$ cat config.mk
export PLATFORM = sky130hd
export DESIGN_NAME = nts_seq_ctrl
export DESIGN_NICKNAME = d
export VERILOG_FILES = /design/src/logic/nts_pkg.sv /design/src/logic/nts_timeout.sv /design/src/logic/nts_seq_ctrl.sv
export SDC_FILE = /design/constraint.sdc
export NUM_CORES = 1
export LEC_CHECK = 0
export ABC_AREA = 0
export BUFFER_PORTS_ARGS = -buffer_cell sky130_fd_sc_hd__buf_2
export CAP_MARGIN = 10
export CORE_MARGIN = 3
export CORE_UTILIZATION = 54
export DETAILED_ROUTE_END_ITERATION = 8
export PLACE_DENSITY = 0.81
export SKIP_LAST_GASP = 1
export SLEW_MARGIN = 10
export SYNTH_ARGS = -nofsm -noshare
export SYNTH_HDL_FRONTEND = slang
export SYNTH_SLANG_ARGS = --single-unit
$ cat constraint.sdc
create_clock -name i_sys_clk -period 2.2 [get_ports i_sys_clk]
set_input_delay 0 -clock i_sys_clk [delete_from_list [all_inputs] [get_ports i_sys_clk]]
set_output_delay 0 -clock i_sys_clk [all_outputs]
set_load 0.01 [all_outputs]
$ cat src/logic/nts_pkg.sv
// shared constants and types for the negotiation and training sequencer control block
package nts_pkg;

    // register word offsets on the reconfiguration port
    localparam logic [15:0] OFS_SEQ_CONFIG = 16'h00B0;
    localparam logic [15:0] OFS_SEQ_STATE = 16'h00B1;
    localparam logic [15:0] OFS_NEG_CONFIG_FIRST = 16'h00C0;
    localparam logic [15:0] OFS_NEG_CONFIG_SECOND = 16'h00C1;

    // sequencer_config field positions
    localparam int CFG_HALT_REQ = 31;
    localparam int CFG_RXINV_LSB = 26;
    localparam int CFG_TXINV_LSB = 22;
    localparam int CFG_RSFEC_REQ = 21;
    localparam int CFG_RSFEC_EN = 20;
    localparam int CFG_LPBK_LSB = 16;
    localparam int CFG_BYPASS_TRAIN = 14;
    localparam int CFG_FAIL_ON_HIBER = 13;
    localparam int CFG_TRAIN_FAIL_ACT = 12;
    localparam int CFG_FORCE_FEC = 7;
    localparam int CFG_FORCE_LSB = 4;
    localparam int CFG_INHIBIT_OFF = 2;
    localparam int CFG_NEG_TIMER_OFF = 1;
    localparam int CFG_SEQ_RESET = 0;
    localparam logic [31:0] CFG_WMASK = 32'hBFFF_70F6;
    localparam logic [31:0] CFG_RESET = 32'h0000_2002;

    // sequencer_state field positions
    localparam int ST_HALTED = 31;
    localparam int ST_FEC_ABILITY = 18;
    localparam int ST_MODE_LSB = 8;
    localparam int ST_TRAIN_TO = 2;
    localparam int ST_NEG_TO = 1;
    localparam int ST_READY = 0;

    // negotiation_config_first field positions
    localparam int NCF_OUI_LSB = 16;
    localparam int NCF_ANY_UNFMT = 11;
    localparam int NCF_NP_OVERRIDE = 10;
    localparam int NCF_CONS_RX = 9;
    localparam int NCF_CONS_TX = 8;
    localparam int NCF_IGN_NONCE = 7;
    localparam int NCF_CHAN_OVR = 6;
    localparam int NCF_PARAM_OVR = 5;
    localparam int NCF_RFAULT = 3;
    localparam int NCF_USER_NP = 2;
    localparam int NCF_USER_BP = 1;
    localparam int NCF_NEG_EN = 0;
    localparam logic [31:0] NCF_WMASK = 32'hFFFF_0FEF;
    localparam logic [31:0] NCF_RESET = 32'h0000_0201;
    localparam int NCS_HANDOFF = 8;

    // consortium next page code expected unless any page is accepted
    localparam logic [8:0] CONS_NP_CODE = 9'h003;

    // protocol codes, shared by forced mode and negotiation result
    localparam logic [2:0] PROTO_NONE = 3'h0;
    localparam logic [2:0] PROTO_25G = 3'h1;
    localparam logic [2:0] PROTO_100G_R4 = 3'h4;
    localparam logic [2:0] PROTO_10G = 3'h5;
    localparam logic [2:0] PROTO_100G_P2 = 3'h7;

    // stage bits inside the one-hot mode field
    localparam int MODE_NEG = 0;
    localparam int MODE_TRAIN = 1;
    localparam int MODE_10G = 2;
    localparam int MODE_25G = 3;
    localparam int MODE_R4 = 5;
    localparam int MODE_P2 = 7;

    // negotiation timeout, about one second at the system clock
    localparam int SYS_CLK_KHZ = 40000;
    localparam int NEG_TIMEOUT_MS = 1000;
    localparam int NEG_TIMEOUT_CYCLES = NEG_TIMEOUT_MS * SYS_CLK_KHZ;

    typedef enum logic [1:0] {SEQ_IDLE, SEQ_NEG, SEQ_TRAIN, SEQ_DATA} nts_seq_type;

    // one access on the reconfiguration port, word addressed
    typedef struct packed {
        logic wr;
        logic rd;
        logic [15:0] addr;
        logic [31:0] wdata;
    } nts_req_type;

    // events and levels from the negotiation, training and pcs engines
    typedef struct packed {
        logic neg_done;
        logic [2:0] neg_proto;
        logic train_done;
        logic train_fail;
        logic train_timeout;
        logic pcs_hiber;
        logic pcs_link_up;
        logic np_exchanged;
    } nts_link_type;

    // controls handed to the negotiation engine
    typedef struct packed {
        logic enable;
        logic any_unformatted;
        logic [8:0] cons_np_code;
        logic cons_np_override;
        logic cons_np_receive;
        logic cons_np_send;
        logic ignore_nonce;
        logic chan_override;
        logic param_override;
        logic remote_fault;
        logic user_np_enable;
        logic user_bp_enable;
        logic [15:0] oui;
        logic rsfec_request;
        logic rsfec_enable;
    } nts_neg_ctrl_type;

endpackage : nts_pkg

$ cat src/logic/nts_timeout.sv
// restartable cycle timer giving a one-cycle expiry pulse
`timescale 1ns/100ps
`default_nettype none
module nts_timeout #(
    parameter int unsigned CYCLES = 16
) (
    // clock and reset
    input wire logic i_sys_clk,
    input wire logic i_sys_rst,
    // control
    input wire logic i_start,
    input wire logic i_run,
    // result
    output logic o_expired
);
    typedef struct packed {
        logic [31:0] count;
        logic armed;
        logic expired;
    } nts_tmr_type;

    nts_tmr_type r;
    nts_tmr_type next_r;

    // counts only while running, so a halt freezes the remaining time
    always_comb begin
        next_r = r;
        next_r.expired = 1'b0;
        if (i_start) begin
            next_r.count = 32'h0000_0000;
            next_r.armed = 1'b1;
        end else if (i_run && r.armed) begin
            if (r.count == CYCLES - 1) begin
                next_r.expired = 1'b1;
                next_r.armed = 1'b0;
            end else begin
                next_r.count = r.count + 32'h0000_0001;
            end
        end
    end

    always_ff @(posedge i_sys_clk) begin
        if (i_sys_rst) begin
            r <= '0;
        end else begin
            r <= next_r;
        end
    end

    assign o_expired = r.expired;
endmodule : nts_timeout
`default_nettype wire

$ cat src/logic/nts_seq_ctrl.sv
// sequencer config, status and first negotiation config registers with the sequencer
// Function
// - halt request bit 31 freezes the sequencer; status bit 31 reports halted
// - per-lane rx and tx polarity inversion; tx latched at training restart
// - bit 21 requests RS-FEC, bit 20 enables RS-FEC negotiation
// - per-lane internal loopback from bits 19:16, latched at training restart
// - bit 14 skips training after negotiation timeout and goes to data
// - bit 13 makes high bit error rate in data mode a link failure
// - bit 12 picks data mode or restart after a training failure
// - bits 6:4 force a protocol; bit 7 forces RS-FEC where capable
// - negotiation and training still run while a protocol is forced
// - bit 2 clear restarts negotiation, or training if negotiation is off, on link loss; set stays in data
// - bit 1 clear lets negotiation time out and try another protocol
// - writing bit 0 restarts the sequencer; the bit is not stored and always reads back zero
// - status bit 18 shows local RS-FEC ability
// - status bits 15:8 show the current stage one-hot
// - sticky training and negotiation timeout flags, each cleared when its own stage next restarts
// - status bit 0 shows link ready for data mode
// - bit 11 accepts any unformatted page, else only code 0x003
// - bit 8 sends consortium pages, bit 9 decodes received ones
// - bit 7 ignores the nonce field; reset differs for simulation
// - bit 2 makes next pages stall for the handoff bit
// - bit 0 of the negotiation config enables negotiation
// - registers sit on a word addressed 32-bit reconfiguration port
// - handoff bit clears itself once the page exchange completes
`timescale 1ns/100ps
`default_nettype none
module nts_seq_ctrl
    import nts_pkg::*;
#(
    parameter int unsigned NEG_TIMEOUT = NEG_TIMEOUT_CYCLES,
    parameter bit REQUEST_RSFEC = 1'b0,
    parameter bit ENABLE_RSFEC = 1'b0,
    parameter bit SIM_MODE = 1'b0,
    parameter logic [1:0] CURRENT_LANE = 2'h0,
    parameter logic [15:0] OUI_RESET = 16'h1234, // arbitrary value
    parameter logic [2:0] DEFAULT_PROTO = PROTO_25G
) (
    // clock and reset
    input wire logic i_sys_clk,
    input wire logic i_sys_rst,
    // reconfiguration port
    input wire nts_req_type i_cfg_req,
    output logic [31:0] o_cfg_rdata,
    output logic o_cfg_rvalid,
    // engine events
    input wire nts_link_type i_link,
    // lane controls
    output logic [3:0] o_rx_invert,
    output logic [3:0] o_tx_invert,
    output logic [3:0] o_loopback,
    output logic o_force_rsfec,
    // sequencer outputs
    output nts_neg_ctrl_type o_neg_ctrl,
    output logic o_neg_restart,
    output logic o_train_restart,
    output logic [2:0] o_proto,
    output logic [7:0] o_stage,
    output logic o_link_ready,
    output logic o_np_handoff,
    output logic o_halted
);
    typedef struct packed {
        nts_seq_type seq;
        logic [31:0] cfg;
        logic seq_reset;
        logic [31:0] ncf;
        logic handoff;
        logic [2:0] proto;
        logic [3:0] tx_inv;
        logic [3:0] lpbk;
        logic neg_to;
        logic train_to;
        logic halted;
        logic neg_restart;
        logic train_restart;
        logic [31:0] rdata;
        logic rvalid;
    } nts_state_type;

    localparam logic [31:0] CFG_RESET_FULL = CFG_RESET
        | (32'(REQUEST_RSFEC) << CFG_RSFEC_REQ)
        | (32'(ENABLE_RSFEC) << CFG_RSFEC_EN);
    localparam logic [31:0] NCF_RESET_FULL = NCF_RESET
        | (32'(OUI_RESET) << NCF_OUI_LSB)
        | (32'(SIM_MODE) << NCF_IGN_NONCE);

    nts_state_type r;
    nts_state_type next_r;
    logic tmr_expired;

    // lanes a protocol drives: four for nrz, 2 and 0 for pam4, else own lane
    function automatic logic [3:0] lane_mask(input logic [2:0] proto);
        logic [3:0] m;
        m = 4'h0;
        if (proto == PROTO_100G_R4) begin
            m = 4'hF;
        end else if (proto == PROTO_100G_P2) begin
            m = 4'h5;
        end else begin
            m[CURRENT_LANE] = 1'b1;
        end
        return m;
    endfunction : lane_mask

    // candidate order after a negotiation timeout
    function automatic logic [2:0] next_proto(input logic [2:0] proto);
        logic [2:0] p;
        p = PROTO_25G;
        unique case (proto)
            PROTO_25G: p = PROTO_10G;
            PROTO_10G: p = PROTO_100G_R4;
            PROTO_100G_R4: p = PROTO_100G_P2;
            default: p = PROTO_25G;
        endcase
        return p;
    endfunction : next_proto

    // one-hot stage from sequencer state and protocol
    function automatic logic [7:0] stage_of(input nts_seq_type seq, input logic [2:0] proto);
        logic [7:0] s;
        s = 8'h00;
        unique case (seq)
            SEQ_IDLE: s = 8'h00;
            SEQ_NEG: s[MODE_NEG] = 1'b1;
            SEQ_TRAIN: s[MODE_TRAIN] = 1'b1;
            SEQ_DATA: begin
                if (proto == PROTO_10G) s[MODE_10G] = 1'b1;
                else if (proto == PROTO_100G_R4) s[MODE_R4] = 1'b1;
                else if (proto == PROTO_100G_P2) s[MODE_P2] = 1'b1;
                else s[MODE_25G] = 1'b1;
            end
        endcase
        return s;
    endfunction : stage_of

    // negotiation timer runs only in the negotiation stage and not while halted
    nts_timeout #(
        .CYCLES(NEG_TIMEOUT)
    ) u_neg_timer (
        .i_sys_clk(i_sys_clk),
        .i_sys_rst(i_sys_rst),
        .i_start(r.neg_restart),
        .i_run(r.seq == SEQ_NEG && !r.halted && !r.cfg[CFG_NEG_TIMER_OFF]),
        .o_expired(tmr_expired)
    );

    // register access, sequencer stepping and flag upkeep
    always_comb begin
        logic want_neg;
        logic want_train;
        logic neg_en;
        logic [2:0] forced;
        logic [31:0] status;
        want_neg = 1'b0;
        want_train = 1'b0;
        neg_en = r.ncf[NCF_NEG_EN];
        forced = r.cfg[CFG_FORCE_LSB +: 3];
        status = 32'h0000_0000;
        next_r = r;
        next_r.neg_restart = 1'b0;
        next_r.train_restart = 1'b0;
        next_r.rvalid = 1'b0;
        next_r.halted = r.cfg[CFG_HALT_REQ];

        // sequencer stepping; a restart request overrides a halt
        if (r.seq_reset) begin
            next_r.seq = SEQ_IDLE;
            if (r.seq == SEQ_IDLE) begin
                next_r.seq_reset = 1'b0;
            end
        end else if (!r.halted) begin
            unique case (r.seq)
                SEQ_IDLE: begin
                    if (forced != PROTO_NONE) next_r.proto = forced;
                    if (neg_en) want_neg = 1'b1;
                    else want_train = 1'b1;
                end
                SEQ_NEG: begin
                    if (!neg_en) begin
                        want_train = 1'b1;
                    end else if (i_link.neg_done) begin
                        // a forced protocol beats the outcome, the stages still run
                        next_r.proto = (forced != PROTO_NONE) ? forced : i_link.neg_proto;
                        want_train = 1'b1;
                    end else if (tmr_expired) begin
                        next_r.neg_to = 1'b1;
                        if (forced == PROTO_NONE) next_r.proto = next_proto(r.proto);
                        if (r.cfg[CFG_BYPASS_TRAIN]) next_r.seq = SEQ_DATA;
                        else want_train = 1'b1;
                    end
                end
                SEQ_TRAIN: begin
                    if (i_link.train_done) begin
                        next_r.seq = SEQ_DATA;
                    end else if (i_link.train_fail || i_link.train_timeout) begin
                        if (i_link.train_timeout) next_r.train_to = 1'b1;
                        if (r.cfg[CFG_TRAIN_FAIL_ACT]) next_r.seq = SEQ_DATA;
                        else if (neg_en) want_neg = 1'b1;
                        else want_train = 1'b1;
                    end
                end
                SEQ_DATA: begin
                    // inhibit timer off keeps data mode on link loss until reset or software
                    if ((i_link.pcs_hiber && r.cfg[CFG_FAIL_ON_HIBER])
                        || (!i_link.pcs_link_up && !r.cfg[CFG_INHIBIT_OFF])) begin
                        if (neg_en) want_neg = 1'b1;
                        else want_train = 1'b1;
                    end
                end
            endcase
        end

        // stage entry actions
        if (want_neg) begin
            next_r.seq = SEQ_NEG;
            next_r.neg_restart = 1'b1;
            next_r.neg_to = 1'b0;
        end
        if (want_train) begin
            next_r.seq = SEQ_TRAIN;
            next_r.train_restart = 1'b1;
            next_r.train_to = 1'b0;
            // tx polarity and loopback only change at a training restart
            next_r.tx_inv = r.cfg[CFG_TXINV_LSB +: 4] & lane_mask(next_r.proto);
            next_r.lpbk = r.cfg[CFG_LPBK_LSB +: 4] & lane_mask(next_r.proto);
        end

        // handoff clears on exchange; a write in the same cycle wins
        if (i_link.np_exchanged) next_r.handoff = 1'b0;

        // register writes, masked so read-only and reserved bits hold
        if (i_cfg_req.wr) begin
            unique case (i_cfg_req.addr)
                OFS_SEQ_CONFIG: begin
                    next_r.cfg = (i_cfg_req.wdata & CFG_WMASK) | (r.cfg & ~CFG_WMASK);
                    if (i_cfg_req.wdata[CFG_SEQ_RESET]) next_r.seq_reset = 1'b1;
                end
                OFS_NEG_CONFIG_FIRST: begin
                    next_r.ncf = (i_cfg_req.wdata & NCF_WMASK) | (r.ncf & ~NCF_WMASK);
                end
                OFS_NEG_CONFIG_SECOND: begin
                    if (i_cfg_req.wdata[NCS_HANDOFF] && r.ncf[NCF_USER_NP]) begin
                        next_r.handoff = 1'b1;
                    end
                end
                default: begin
                end
            endcase
        end

        // status word assembly
        status[ST_HALTED] = r.halted;
        status[ST_FEC_ABILITY] = ENABLE_RSFEC;
        status[ST_MODE_LSB +: 8] = stage_of(r.seq, r.proto);
        status[ST_TRAIN_TO] = r.train_to;
        status[ST_NEG_TO] = r.neg_to;
        status[ST_READY] = (r.seq == SEQ_DATA);

        // reads answer one cycle later; unmapped words read zero
        if (i_cfg_req.rd) begin
            next_r.rvalid = 1'b1;
            unique case (i_cfg_req.addr)
                OFS_SEQ_CONFIG: next_r.rdata = r.cfg;
                OFS_SEQ_STATE: next_r.rdata = status;
                OFS_NEG_CONFIG_FIRST: next_r.rdata = r.ncf;
                OFS_NEG_CONFIG_SECOND: next_r.rdata = 32'(r.handoff) << NCS_HANDOFF;
                default: next_r.rdata = 32'h0000_0000;
            endcase
        end
    end

    always_ff @(posedge i_sys_clk) begin
        if (i_sys_rst) begin
            r <= '0;
            r.seq <= SEQ_IDLE;
            r.cfg <= CFG_RESET_FULL;
            r.ncf <= NCF_RESET_FULL;
            r.proto <= DEFAULT_PROTO;
        end else begin
            r <= next_r;
        end
    end

    // register port answer
    assign o_cfg_rdata = r.rdata;
    assign o_cfg_rvalid = r.rvalid;

    // lane controls; rx follows the register, tx and loopback the latched copy
    assign o_rx_invert = r.cfg[CFG_RXINV_LSB +: 4] & lane_mask(r.proto);
    assign o_tx_invert = r.tx_inv;
    assign o_loopback = r.lpbk;
    // 10g never carries rs-fec, 100g-p2 always does
    assign o_force_rsfec = (r.proto == PROTO_100G_P2)
        || (r.cfg[CFG_FORCE_FEC] && r.proto != PROTO_10G);

    // negotiation engine controls
    assign o_neg_ctrl.enable = r.ncf[NCF_NEG_EN];
    assign o_neg_ctrl.any_unformatted = r.ncf[NCF_ANY_UNFMT];
    assign o_neg_ctrl.cons_np_code = CONS_NP_CODE;
    assign o_neg_ctrl.cons_np_override = r.ncf[NCF_NP_OVERRIDE];
    assign o_neg_ctrl.cons_np_receive = r.ncf[NCF_CONS_RX];
    assign o_neg_ctrl.cons_np_send = r.ncf[NCF_CONS_TX];
    assign o_neg_ctrl.ignore_nonce = r.ncf[NCF_IGN_NONCE];
    assign o_neg_ctrl.chan_override = r.ncf[NCF_CHAN_OVR];
    assign o_neg_ctrl.param_override = r.ncf[NCF_PARAM_OVR];
    assign o_neg_ctrl.remote_fault = r.ncf[NCF_RFAULT];
    assign o_neg_ctrl.user_np_enable = r.ncf[NCF_USER_NP];
    assign o_neg_ctrl.user_bp_enable = r.ncf[NCF_USER_BP];
    assign o_neg_ctrl.oui = r.ncf[NCF_OUI_LSB +: 16];
    assign o_neg_ctrl.rsfec_request = r.cfg[CFG_RSFEC_REQ];
    assign o_neg_ctrl.rsfec_enable = r.cfg[CFG_RSFEC_EN];

    // sequencer outputs
    assign o_neg_restart = r.neg_restart;
    assign o_train_restart = r.train_restart;
    assign o_proto = r.proto;
    assign o_stage = stage_of(r.seq, r.proto);
    assign o_link_ready = (r.seq == SEQ_DATA);
    assign o_np_handoff = r.handoff;
    assign o_halted = r.halted;
endmodule : nts_seq_ctrl
`default_nettype wire

# Word-level counts from Yosys, hierarchy flattened
# Index checks and enable logic that the tools add are counted.
[word_totals] ff_bits=151 in_bits=62 output_inout_bits=100 word_cells=170
[op_classes] n_addsub=1 n_eq_ne=29 muxes=77 bitwise=11 reduce_logical=33
[ops] operator="$pmux 32 s4" count=1
[ops] operator="$eq 16x8->1 const B" count=4
[ops] operator="$mux 1" count=42
[ops] operator="$mux 34" count=1
[ops] operator="$add 32x1->32 const B" count=1
[ops] operator="$eq 32x26->1 const B" count=1
[ops] operator="$mux 2" count=16
[ops] operator="$mux 32" count=1
[ops] operator="$or 32x16->32" count=1
[ops] operator="$or 32x31->32" count=1
[ops] operator="$mux 3" count=8
[ops] operator="$reduce_and 8->1" count=2
[ops] operator="$eq 3x3->1 const B" count=5
[ops] operator="$ne 5x3->1 const B" count=3
[ops] operator="$and 4x4->4" count=3
[ops] operator="$mux 4" count=3
[ops] operator="$ne 4x3->1 const B" count=3
[ops] operator="$ne 6x6->1 const B" count=2
[ops] operator="$reduce_and 6->1" count=2
[ops] operator="$ne 5x5->1 const B" count=2
[ops] operator="$pmux 3 s3" count=1
[ops] operator="$reduce_and 2->1" count=4
[ops] operator="$logic_and 1x1->1" count=7
[ops] operator="$not 1->1" count=6
[ops] operator="22 further kinds" count=31

# Longest topological paths before layout
# Gate-level depths: netlist (run 1).
[depth] depth_word=14 mapped_depth=9 mapped_depth_nobuf=7

# Cells and area by module
# A second synthesis (run 1) with hierarchy kept.
[hier_totals] hier_cells=839 area_unflattened_um2=6897.9
[modules_own_cells] module="nts_seq_ctrl" n_inst=1 cells_each=631 area_per_inst_um2=5158.7 seq_area_each_um2=2082.0
[modules_own_cells] module="nts_timeout" n_inst=1 cells_each=208 area_per_inst_um2=1739.2 seq_area_each_um2=680.7

# Least setup slack after synthesis (run 1)
# Ideal clock, no wire load.
[synth_path] path_type="register -> register" from="register r (netlist bit o_halted)" to="register r (netlist bit o_loopback[1])" setup_time_ps=117 t_arrival_ps=1785 required_time_ps=2083 slack_ps=298 path_stages_with_launch=8 path_buffers=1 period_less_slack_ps=1902 cell_sequence="dfxtp_1 -> buf_2 -> o31a_1 -> a311oi_1 -> o32ai_2 -> and3_1 -> and3_1 -> a22o_1"
[synth_between] elab_chain_len=6 elab_cells_between_ends=8 classes_between="1 x eq/ne; 6 x mux; 1 x bitwise"
[synth_rtl] item="start: declaration" line="nts_seq_ctrl.sv:88" text="nts_state_type r;"
[synth_rtl] item="start signal: assignment" line="nts_seq_ctrl.sv:281" text="r <= next_r;"
[synth_rtl] item="$mux 3" line="nts_seq_ctrl.sv:172" text="end else if (!r.halted) begin"
[synth_rtl] item="$mux 3" line="nts_seq_ctrl.sv:167" text="if (r.seq_reset) begin"
[synth_rtl] item="$eq 3x3->1" line="nts_seq_ctrl.sv:96" text="if (proto == PROTO_100G_R4) begin"
[synth_rtl] item="$mux 4" line="nts_seq_ctrl.sv:96"
[synth_rtl] item="$mux 4" line="nts_seq_ctrl.sv:220" text="if (want_train) begin"
[synth_rtl] item="$and 4x4->4" line="nts_seq_ctrl.sv:226" text="next_r.lpbk = r.cfg[CFG_LPBK_LSB +: 4] & lane_mask(next_r.proto);"
# Several ways; a longest one is shown, not always the timed one. The select of a mux whose other input is x is not followed.
# A chain may end at the register's enable or synchronous reset.

# Worst setup path after layout (run 1)
[layout_path] from="register r[88] in the netlist's numbering" to="register r (netlist bit o_tx_invert[1])"
[layout_between] elab_chain_len=12 elab_cells_between_ends=15 classes_between="1 x eq/ne; 11 x mux; 1 x bitwise; 2 x reduce/logical"
[layout_rtl] item="$logic_not 3->1" line="nts_seq_ctrl.sv:188" text="if (forced == PROTO_NONE) next_r.proto = next_proto(r.proto);"
[layout_rtl] item="$mux 3" line="nts_seq_ctrl.sv:188"
[layout_rtl] item="$mux 3" line="nts_seq_ctrl.sv:186" text="end else if (tmr_expired) begin"
[layout_rtl] item="$mux 3" line="nts_seq_ctrl.sv:182" text="end else if (i_link.neg_done) begin"
[layout_rtl] item="$mux 3" line="nts_seq_ctrl.sv:180" text="if (!neg_en) begin"
[layout_rtl] item="$pmux 3 s2 (*)" line="nts_seq_ctrl.sv:173" text="unique case (r.seq)"
[layout_rtl] item="$mux 3 (*)" line="nts_seq_ctrl.sv:172"
[layout_rtl] item="$mux 3 (*)" line="nts_seq_ctrl.sv:167"
[layout_rtl] item="$eq 3x3->1 (*)" line="nts_seq_ctrl.sv:96"
[layout_rtl] item="$mux 4 (*)" line="nts_seq_ctrl.sv:96"
[layout_rtl] item="$mux 4 (*)" line="nts_seq_ctrl.sv:220"
[layout_rtl] item="$and 4x4->4 (*)" line="nts_seq_ctrl.sv:225" text="next_r.tx_inv = r.cfg[CFG_TXINV_LSB +: 4] & lane_mask(next_r.proto);"
# Every way passes the cells marked *; elsewhere a longest branch is shown, timed or not. The select of a mux whose other input is x is not followed.

==> metrics.md, run 1 <==
| Metric | Value |
|---|---|
| Fmax | roughly 480 MHz |
| Layout area overhead | 19.9% |
| Worst hold path type | primary input to flop |
| Slowest CP cell | nor4b_4 |
| # setup viols final | 0 |
| Avg Inst Size Synth | around 8.2 um2 |
| Post-synth ARST share | 0 |
| Status | finished clean |
| Final Hold Viols | 0 |
| Crit path cell chain | nor4b_4 > buf_4 > and3_1 > o32ai_2 > and3_1 > and3_2 > a22o_1 |
| Antenna viol nets, final | 0 |
| Min-Delay Startpoint | i_link[3] |
| Layout Nets | a little under 1k |
| Layout fillers | between 900 and 1k |
| Remaining Overflow, GRT | 0 |
| Cell repeated most along the worst path | and3_1 |
| Latest clock arrival within the worst-skew pair | roughly 0.42 ns |
| DRC | 0 |
| CP startpoint kind | flop |
| Post-synth EDFFs | 0 |
| Syn. warnings | 0 |
| Post-synthesis instance area | ~6600 um2 |
| Gpl congestion | between 0.9 and 1 |
| Delay-heaviest family, CP | simple AND/OR/NAND/NOR gates |
| CTS sink count | between 100 and 150 |
| Switch share | 0.224 |
| # diodes | 0 |
| Seq cells post-synth | between 100 and 150 |
| Core area | around 12000 um2 |
| Largest net degree at the start of global routing | 45 |
| Worst R2R Setup Slack | between 0.1 and 0.15 ns |
| Final Cycle Share | 0.953 |
| Max-slew violations | 0 |
| CP max stage delay | about 0.44 ns |
| Max cap viols | 0 |
| Share of post-route cells with drive strength above 1 | 0.241 |
| Worst slew pin tran | ~0.66 ns |
| Worst EP arrival | about 2.4 ns |
| Vias in the first global route | between 5k and 6k |
| Initial antenna violation count | 0 |
| Post-layout min period | 2.10 ns |
| Sequential share of power | 0.429 |
| Die Span Y | around 120 um |
| Root buf cell | clkbuf_16 |
| Global-route wire length before repair | roughly 30 mm |
| Worst hold stages | 3 |
| Drt initial violations | 567 |
| Worst Setup End Kind | flop |
| # rows | 39 |
| Register area share after synthesis | 0.416 |
| Worst vdd rail ir drop | 0.592 mV |
| RSZ-0062 raised after global routing | false |
| Avg WL per Cell | around 17 um |
| Clk buf depth | 2 |
| DRT Pass-1 Iters | 7 |
| CP Buf/Inv Count | 1 |
| Ys flop type | dfxtp_1 |
| HPWL Detailed | about 13 mm |
| Htree depth | 4 |
| Pwr Density | about 740 nW/um2 |
| Int Power | 4.60 mW |
| Chip width | 117 um |
| CTS clk-pin slew, worst paths | 0.06 ns |
| CTS buffer count | 17 |
| Hold_ws | 0.0261 ns |
| Initial core utilization | 0.568 |
| Setup TNS | 0 ns |
| GRT Total Usage | 0.277 |
| Worst R2R Start | r[88]$_SDFFE_PP0P_ |
| Port Buf Inserts | 149 |
| Switching pwr | around 1.3 mW |
| Worst Setup SP | r[88]$_SDFFE_PP0P_ |
| Clk pwr share | 0.506 |
| Worst Hold End | r[36]$_SDFFE_PP0P_ |
| # IOs | roughly 160 |
| Synth Instances | just over 800 |
| Leak | between 3 and 4 nW |
| WS Path Type | flop to flop |
| Via density | approximately 5.7 |
| Slew margin rel. | 0.558 |
| R2R depth | 7 |
| Clk_skew | 0.00458 ns |
| Max FO, Critical Path | 8 |
| Yosys cell types | 60 |
| Reg2reg end | o_tx_invert[1]$_SDFFE_PP0P_ |
| Logic gate share of total power | 0.065 |
| Via count | roughly 6.1k |
| Die area | about 14000 um2 |
| CTS tree | done |
| WP data required | roughly 2.5 ns |
| Post-Route WL | approximately 19 mm |
what timing repair did:
item                                    in CTS  in global routing
resized for setup                            0                  3
hold buffers                                34                  0
buffers inserted                             0                  1
endpoints found under the setup margin       0                  7
hold endpoints to repair                    61                  0
area by class of cell:
cell class                      instances  area [um2]  area share
Sequential cell                       138        2760       0.347
Tap cell                              143         179      0.0224
Timing Repair Buffer                  211        1320       0.166
Inverter                                8        30.0     0.00377
Clock buffer                           20         447      0.0560
Clock inverter                         11         169      0.0212
Multi-Input combinational cell        538        3060       0.384
worst register-to-register path: cells and delay by family, from the launching register on:
| family | cells | cell delay, ns |
|---|---|---|
| simple gates | 4 | 1.09 |
| compound gates | 2 | 0.33 |
| buf+inv | 1 | 0.18 |
| flops | 1 | 0.38 |
sequential cells by signal (all words and copies together), names as in the netlist:
name / cells
next_r: 1
o_np_handoff: 1
u_neg_timer.o_expired: 1
o_neg_ctrl: 29
r: 26
o_loopback: 4
o_cfg_rdata: 32
o_train_restart: 1
o_neg_restart: 1
o_halted: 1
u_neg_timer.r: 33
o_tx_invert: 4
o_proto: 3
o_cfg_rvalid: 1
through the flow:
step                utilization  cells  cell area (um2)  total power [mW]  setup slack, ns
detailed placement        0.597   1003             7000              2.92            0.157
floorplan                     -    816             6680              2.80            0.298
global route              0.681   1069             7970              6.09          0.00893
CTS                       0.679   1068             7950              5.95           0.0935
global placement          0.597   1003             7000              2.92            0.171
finish                    0.681   1069             7970              5.93            0.104
worst max path at each step:
stage,end,slack [ns],depth (start not counted)
CTS,o_tx_invert[1]$_SDFFE_PP0P_,0.09,6
finish,o_tx_invert[1]$_SDFFE_PP0P_,0.10,7
floorplan,o_loopback[1]$_SDFFE_PP0P_,0.30,7
detailed placement,o_tx_invert[1]$_SDFFE_PP0P_,0.16,6
global placement,o_tx_invert[1]$_SDFFE_PP0P_,0.17,6
global route,o_tx_invert[1]$_SDFFE_PP0P_,0.009,6
power by group through the flow:
stage	clock [mW]	combinational (mW)	sequential, mW
5_1_grt	3.13	0.419	2.54
3_3_place_gp	0	0.328	2.60
4_1_cts	3.03	0.375	2.54
2_1_floorplan	0	0.219	2.58
3_5_place_dp	0	0.326	2.60
6_report	3.00	0.385	2.54
cell usage in the layout, fill, tap and decap left out, types with 4 or more instances in the layout:
master,synthesis,layout
buf_2,17,149
nand2_1,140,140
dfxtp_1,138,137
nor2_1,78,77
a21oi_1,63,63
nand3_1,35,35
dlygate4sd3_1,0,34
a22o_1,26,26
buf_4,86,26
a22oi_1,20,20
xor2_1,18,18
clkbuf_16,0,17
nor3_1,14,14
xnor2_1,14,14
nand4_1,13,13
conb_1,2,11
and3_1,10,9
nor2b_1,8,8
and2_1,8,8
inv_1,7,7
nor3b_1,6,6
nor4_1,6,6
nor4b_1,5,5
o21ai_0,4,4
a211oi_1,4,4
mux2i_1,4,4
bufinv_16,0,4
synth_stat cells (4+ instances only):
| library cell | n | area share |
|---|---|---|
| nor2b_1 | 8 | 0.0075 |
| clkbuf_1 | 26 | 0.015 |
| dfxtp_1 | 138 | 0.42 |
| xor2_1 | 18 | 0.024 |
| xnor2_1 | 14 | 0.018 |
| a22oi_1 | 20 | 0.023 |
| a22o_1 | 26 | 0.034 |
| buf_2 | 17 | 0.013 |
| a21oi_1 | 63 | 0.047 |
| nor4_1 | 6 | 0.0056 |
| nor3b_1 | 6 | 0.0068 |
| o21ai_0 | 4 | 0.0030 |
| nand2_1 | 140 | 0.079 |
| nand4_1 | 13 | 0.012 |
| and3_1 | 10 | 0.0094 |
| inv_1 | 7 | 0.0040 |
| nor4b_1 | 5 | 0.0066 |
| nor3_1 | 14 | 0.011 |
| a211oi_1 | 4 | 0.0045 |
| and2_1 | 8 | 0.0075 |
| nor2_1 | 78 | 0.044 |
| buf_4 | 86 | 0.097 |
| nand3_1 | 35 | 0.026 |
| mux2i_1 | 4 | 0.0060 |
logic make-up (layout without fill, tap and decap cells):
group	Yosys count	count (layout)	synth area share
simple gates	346	346	0.254
buf+inv	140	250	0.131
mux	4	4	0.00602
flops	138	138	0.416
fa+ha+maj	1	1	0.00188
compound gates	144	144	0.148
xor+xnor	32	32	0.0422
other cells	2	11	0.00113
metal layers:
| layer | GRT usage | wire length [um] |
|---|---|---|
| met4 | 0.110 | 544 |
| met5 | 0 | 0 |
| met3 | 0.0874 | 1520 |
| met2 | 0.465 | 8990 |
| met1 | 0.331 | 7550 |
(Power assumes the default switching activity.)
==> run 2, diff against run 1 <==
RECOVER_POWER = 25   (was not set)
==> run 2 against run 1 <==
Clock skew about the same. Global-route usage unchanged. Register-to-register slack about the same. Sequential share of layout area increased by 0.31 points. Via count about the same. Die area unchanged. Worst setup slack about the same. Design area decreased by 0.88%.
==> metrics.md, run 2 (synthesis results as in run 1) <==
| Metric | Value |
|---|---|
| Status | finished clean (unchanged) |
| Post-layout min period | 2.10 ns (about the same) |
| Global-route wire length before repair | 29.7 mm (unchanged) |
| Final Hold Viols | 0 (unchanged) |
| Via density | 5.68 (about the same) |
| Vias in the first global route | 5971 (unchanged) |
| Layout Nets | 977 (unchanged) |
| DRC | 0 (unchanged) |
| Leak | 3.05 nW (was 3.28 nW) |
| Latest clock arrival within the worst-skew pair | 0.42 ns (about the same) |
| Switch share | 0.223 (was 0.224) |
| GRT Total Usage | 0.277 (unchanged) |
| Worst R2R Setup Slack | 0.10 ns (about the same) |
| Gpl congestion | 0.940 (unchanged) |
| Setup TNS | 0 ns (unchanged) |
| Share of post-route cells with drive strength above 1 | 0.180 (was 0.241) |
| Largest net degree at the start of global routing | 45 (unchanged) |
| Max-slew violations | 0 (unchanged) |
| Int Power | 4.60 mW (about the same) |
| Antenna viol nets, final | 0 (unchanged) |
| Max FO, Critical Path | 8 (unchanged) |
| Htree depth | 4 (unchanged) |
| Worst R2R Start | r[88]$_SDFFE_PP0P_ (unchanged) |
| Initial core utilization | 0.568 (unchanged) |
| Min-Delay Startpoint | i_link[3] (unchanged) |
| Clk_skew | 0.00430 ns (was 0.00458 ns) |
| CTS tree | done (unchanged) |
| Avg WL per Cell | 17.3 um (was 17.4 um) |
| Clk buf depth | 2 (unchanged) |
| Logic gate share of total power | 0.065 (about the same) |
| Remaining Overflow, GRT | 0 (unchanged) |
| Total power | 5.92 mW (was 5.93 mW) |
| Initial antenna violation count | 0 (unchanged) |
| Root buf cell | clkbuf_16 (unchanged) |
| Most common cell after layout, fill and taps aside | nand2_1 (was buf_2) |
| Post-Route WL | 18.5 mm (was 18.6 mm) |
| Pwr Density | 749 nW/um2 (was 744 nW/um2) |
| Switching pwr | 1.32 mW (was 1.33 mW) |
| Worst hold stages | 3 (unchanged) |
| Fmax | 477 MHz (about the same) |
| Worst Hold End | r[36]$_SDFFE_PP0P_ (unchanged) |
| Chip width | 117 um (unchanged) |
| Finished Layout Cells | 1069 (unchanged) |
| Slew margin rel. | 0.542 (was 0.558) |
| Clk pwr share | 0.506 (about the same) |
| Final Cycle Share | 0.953 (about the same) |
| # rows | 39 (unchanged) |
| Reg2reg end | o_tx_invert[1]$_SDFFE_PP0P_ (unchanged) |
| CP startpoint kind | flop (unchanged) |
| RSZ-0062 raised after global routing | false (unchanged) |
| Drt initial violations | 495 (was 567) |
| HPWL Detailed | 12.6 mm (unchanged) |
| DRT Pass-1 Iters | 5 (was 7) |
| Die area | 13700 um2 (unchanged) |
| Worst EP arrival | 2.41 ns (about the same) |
| R2R depth | 7 (unchanged) |
| Max cap viols | 0 (unchanged) |
| Port Buf Inserts | 149 (unchanged) |
| Worst Setup End Kind | flop (unchanged) |
| Via count | 6073 (was 6071) |
| Post-Place Cells | 1003 (unchanged) |
| CTS sink count | 138 (unchanged) |
| Worst vdd rail ir drop | 0.591 mV (was 0.592 mV) |
| Layout area overhead | 18.8% (was 19.9%) |
| CTS clk-pin slew, worst paths | 0.06 ns (about the same) |
| Number of flip-flops in the largest register | 33 (unchanged) |
| # setup viols final | 0 (unchanged) |
| Sequential share of power | 0.429 (about the same) |
| Most frequent cells in the layout | nand2_1, dfxtp_1, buf_2, nor2_1, a21oi_1 (was buf_2, nand2_1, dfxtp_1, nor2_1, a21oi_1) |
| WS Path Type | flop to flop (unchanged) |
| Worst slew pin tran | 0.686 ns (was 0.663 ns) |
| Worst hold path type | primary input to flop (unchanged) |
| # IOs | 162 (unchanged) |
| WP data required | 2.51 ns (about the same) |
| CTS buffer count | 17 (unchanged) |
| Reg with most FFs | u_neg_timer.r (unchanged) |
| # diodes | 0 (unchanged) |
| Die Span Y | 117 um (unchanged) |
| Core area | 11700 um2 (unchanged) |
-- run 2: final cells by class --
class,count,area (um2)
Fill cell,964,3810
Clock buffer,20,447
Timing Repair Buffer,211,1250
Clock inverter,11,169
Inverter,8,30.0
Multi-Input combinational cell,538,3060
Tap cell,143,179
Sequential cell,138,2760
-- run 2: worst max path at each step --
stage,startpoint,endpoint,slack [ns]
global route,r[116]$_SDFFE_PP0P_,o_tx_invert[1]$_SDFFE_PP0P_,0.009
floorplan,o_halted$_SDFF_PP0_,o_loopback[1]$_SDFFE_PP0P_,0.30
global placement,r[88]$_SDFFE_PP0P_,o_tx_invert[1]$_SDFFE_PP0P_,0.17
finish,r[88]$_SDFFE_PP0P_,o_tx_invert[1]$_SDFFE_PP0P_,0.10
CTS,r[116]$_SDFFE_PP0P_,o_tx_invert[1]$_SDFFE_PP0P_,0.09
detailed placement,r[116]$_SDFFE_PP0P_,o_tx_invert[1]$_SDFFE_PP0P_,0.16
-- run 2: stage by stage --
step                      area (um2)  hold slack [ns]  utilization  setup WS, ns
after floorplan                 6680            0.124            -         0.298
after global placement          7000            0.218        0.597         0.171
after detailed placement        7000            0.218        0.597         0.157
after CTS                       7950          0.00570        0.679        0.0935
after global routing            7900           0.0362        0.675       0.00893
final                           7900           0.0276        0.675         0.104
-- run 2: power by group through the flow --
stage / sequential [mW] / clock, mW / combinational [mW]
after floorplan: 2.58 / 0 / 0.219
after global placement: 2.60 / 0 / 0.328
after detailed placement: 2.60 / 0 / 0.326
after CTS: 2.54 / 3.03 / 0.375
after global routing: 2.54 / 3.13 / 0.419
final: 2.54 / 3.00 / 0.383
-- run 2: routing by layer --
metal | wire length, um | GRT usage
met3 | 1590 | 0.0874
met5 | 0 | 0
met4 | 594 | 0.110
met2 | 8830 | 0.465
met1 | 7490 | 0.331
-- run 2: repair_timing --
action                                  in CTS  in global routing
buffers inserted                             0                  1
gates resized for setup                      0                  3
endpoints found under the setup margin       0                  7
hold endpoints to repair                    61                  0
hold buffers                                34                  0
-- run 2: critical path: stages (launching register included) --
cell     delay (ns)
dfxtp_2        0.38
nor4b_4        0.44
buf_4          0.18
and3_1         0.16
o32ai_2        0.09
and3_1         0.23
and3_2         0.26
a22o_1         0.24
==> run 3, diff against run 2 <==
CORE_UTILIZATION = 55   (was 54)
PLACE_DENSITY = 0.82   (was 0.81)
clock period = 2.5 ns   (was 2.2 ns; I/O delays follow)
==> run 3 against run 2 <==
Combinational power is 15% lower. Count of clock-buffer cells in the layout rose by 3. Sequential power fell by 12%. Clock power is 19% lower. Sequential share of layout area up 0.66 points. Worst setup slack improved by 0.24 ns. Wire length grew 0.25%. Largest cell class unchanged. Largest power group unchanged.
==> metrics.md, run 3 (synthesis results as in run 1) <==
| Metric | Value |
|---|---|
| Status | finished clean (unchanged) |
| Via density | 5.80 (was 5.68) |
| CP max stage delay | 0.68 ns (was 0.44 ns) |
| CP startpoint kind | flop (unchanged) |
| HPWL Detailed | 12.2 mm (was 12.6 mm) |
| Total power | 4.99 mW (was 5.92 mW) |
| CTS clk-pin slew, worst paths | 0.06 ns (about the same) |
| # setup viols final | 0 (unchanged) |
| Vias in the first global route | 5886 (was 5971) |
| WS Path Type | flop to flop (unchanged) |
| # IOs | 162 (unchanged) |
| Root buf cell | clkbuf_16 (unchanged) |
| Worst slew pin tran | 0.768 ns (was 0.686 ns) |
| # diodes | 0 (unchanged) |
| Max-slew violations | 0 (unchanged) |
| Fmax | 465 MHz (was 477 MHz) |
| Min-Delay Startpoint | i_cfg_req[36] (was i_link[3]) |
| Worst R2R Setup Slack | 0.35 ns (was 0.10 ns) |
| CTS buffer count | 17 (unchanged) |
| Die area | 13400 um2 (was 13700 um2) |
| Worst Hold End | o_cfg_rdata[14]$_SDFFE_PP0P_ (was r[36]$_SDFFE_PP0P_) |
| CTS tree | done (unchanged) |
| Drt initial violations | 650 (was 495) |
| CTS sink count | 138 (unchanged) |
| Most common cell after layout, fill and taps aside | nand2_1 (unchanged) |
| Final Hold Viols | 0 (unchanged) |
| Post-CTS Hold Fix Bufs | 35 (was 34) |
| Latest clock arrival within the worst-skew pair | 0.42 ns (about the same) |
| Gpl congestion | 0.922 (was 0.940) |
| RSZ-0062 raised after global routing | false (unchanged) |
| Number of flip-flops in the largest register | 33 (unchanged) |
| Crit path cell chain | buf_4 > nand2b_1 > o21ai_0 > o311ai_1 > a21oi_1 > a22o_1 (was nor4b_4 > buf_4 > and3_1 > o32ai_2 > and3_1 > and3_2 > a22o_1) |
| Layout Nets | 967 (was 977) |
| Reg2reg end | o_tx_invert[3]$_SDFFE_PP0P_ (was o_tx_invert[1]$_SDFFE_PP0P_) |
| Worst EP arrival | 2.51 ns (was 2.41 ns) |
| Antenna viol nets, final | 0 (unchanged) |
| Layout area overhead | 16.6% (was 18.8%) |
| # rows | 39 (unchanged) |
| Port Buf Inserts | 149 (unchanged) |
| R2R depth | 6 (was 7) |
| Worst hold path type | primary input to flop (unchanged) |
| Initial core utilization | 0.572 (was 0.568) |
| Core area | 11600 um2 (was 11700 um2) |
| GRT Total Usage | 0.280 (was 0.277) |
| WP data required | 2.86 ns (was 2.51 ns) |
| Avg WL per Cell | 17.5 um (was 17.3 um) |
| Initial antenna violation count | 0 (unchanged) |
| Final Cycle Share | 0.861 (was 0.953) |
| Post-Route Utilization | 0.667 (was 0.675) |
| Largest net degree at the start of global routing | 46 (was 45) |
| Post_cts resized | 0 (unchanged) |
| Setup TNS | 0 ns (unchanged) |
| Pwr Density | 643 nW/um2 (was 749 nW/um2) |
| Post-CTS setup buffers | 0 (unchanged) |
| Clk_skew | 0.0164 ns (was 0.00430 ns) |
| Htree depth | 4 (unchanged) |
| Clk buf depth | 2 (unchanged) |
| Die Span Y | 116 um (was 117 um) |
| Worst R2R Start | o_neg_ctrl[37]$_SDFFE_PP1P_ (was r[88]$_SDFFE_PP0P_) |
| Remaining Overflow, GRT | 0 (unchanged) |
| Worst vdd rail ir drop | 0.584 mV (was 0.591 mV) |
| Post-layout min period | 2.15 ns (was 2.10 ns) |
| Post-Route WL | 18.5 mm (about the same) |
| Slew margin rel. | 0.488 (was 0.542) |
| Leak | 2.95 nW (was 3.05 nW) |
| DRC | 0 (unchanged) |
| Via count | 6142 (was 6073) |
| Max cap viols | 0 (unchanged) |
| Worst Setup End Kind | flop (unchanged) |
| DRT Pass-1 Iters | 7 (was 5) |
| Max FO, Critical Path | 7 (was 8) |
| Delay-heaviest family, CP | compound AO/OA/AOI/OAI gates (was simple AND/OR/NAND/NOR gates) |
| Global-route wire length before repair | 29.3 mm (was 29.7 mm) |
| Most frequent cells in the layout | nand2_1, dfxtp_1, buf_2, nor2_1, a21oi_1 (unchanged) |
| Reg with most FFs | u_neg_timer.r (unchanged) |
| Chip width | 116 um (was 117 um) |
| Worst hold stages | 5 (was 3) |
| CP Buf/Inv Count | 1 (unchanged) |
| Slowest CP cell | a21oi_1 (was nor4b_4) |
| Share of post-route cells with drive strength above 1 | 0.169 (was 0.180) |
run 3: where the power goes:
group / internal [mW] / switching [mW]
Combinational: 0.137 / 0.188
Sequential: 2.22 / 0.0293
Clock: 1.47 / 0.943
run 3: how the worst max path moves through the flow:
stage,startpoint,cells after the start,end,slack [ns]
6_report,o_neg_ctrl[37]$_SDFFE_PP1P_,6,o_tx_invert[3]$_SDFFE_PP0P_,0.35
5_1_grt,r[115]$_SDFFE_PP0P_,6,u_neg_timer.r[23]$_SDFFE_PP0P_,0.19
4_1_cts,o_neg_ctrl[37]$_SDFFE_PP1P_,6,o_loopback[1]$_SDFFE_PP0P_,0.38
3_5_place_dp,r[95]$_SDFFE_PP0P_,4,o_loopback[2]$_SDFFE_PP0P_,0.40
3_3_place_gp,r[116]$_SDFFE_PP0P_,6,o_tx_invert[1]$_SDFFE_PP0P_,0.39
2_1_floorplan,o_halted$_SDFF_PP0_,7,o_loopback[1]$_SDFFE_PP0P_,0.60
run 3: layer usage:
layer | track usage | vias up | part of all wire
li1 | - | 2892 | -
met5 | 0 | - | 0
met3 | 0.0867 | 52 | 0.097
met2 | 0.453 | 344 | 0.47
met1 | 0.337 | 2854 | 0.40
met4 | 0.137 | 0 | 0.032
run 3: cell type report:
cell class,count,area [um2]
clock inverter,8,86.3
inverter,8,30.0
multi-input combinational,538,3050
timing repair buffer,201,1160
clock buffer,23,488
sequential,138,2760
tap,143,179
fill,954,3860
run 3: worst min-delay path: stages:
cell and delay (ns):
buf_2 0.12, nand4_1 0.08, nor2_1 0.07, nand3_1 0.09
a21oi_1 0.07
run 3: through the flow:
| stage | hold WS (ns) | instance area (um2) | instances | setup slack (ns) |
|---|---|---|---|---|
| 2_1_floorplan | 0.124 | 6680 | 816 | 0.598 |
| 3_3_place_gp | 0.225 | 6900 | 993 | 0.394 |
| 3_5_place_dp | 0.226 | 6900 | 993 | 0.400 |
| 4_1_cts | 0.0201 | 7820 | 1059 | 0.382 |
| 5_1_grt | 0.0497 | 7750 | 1059 | 0.187 |
| 6_report | 0.0479 | 7750 | 1059 | 0.348 |
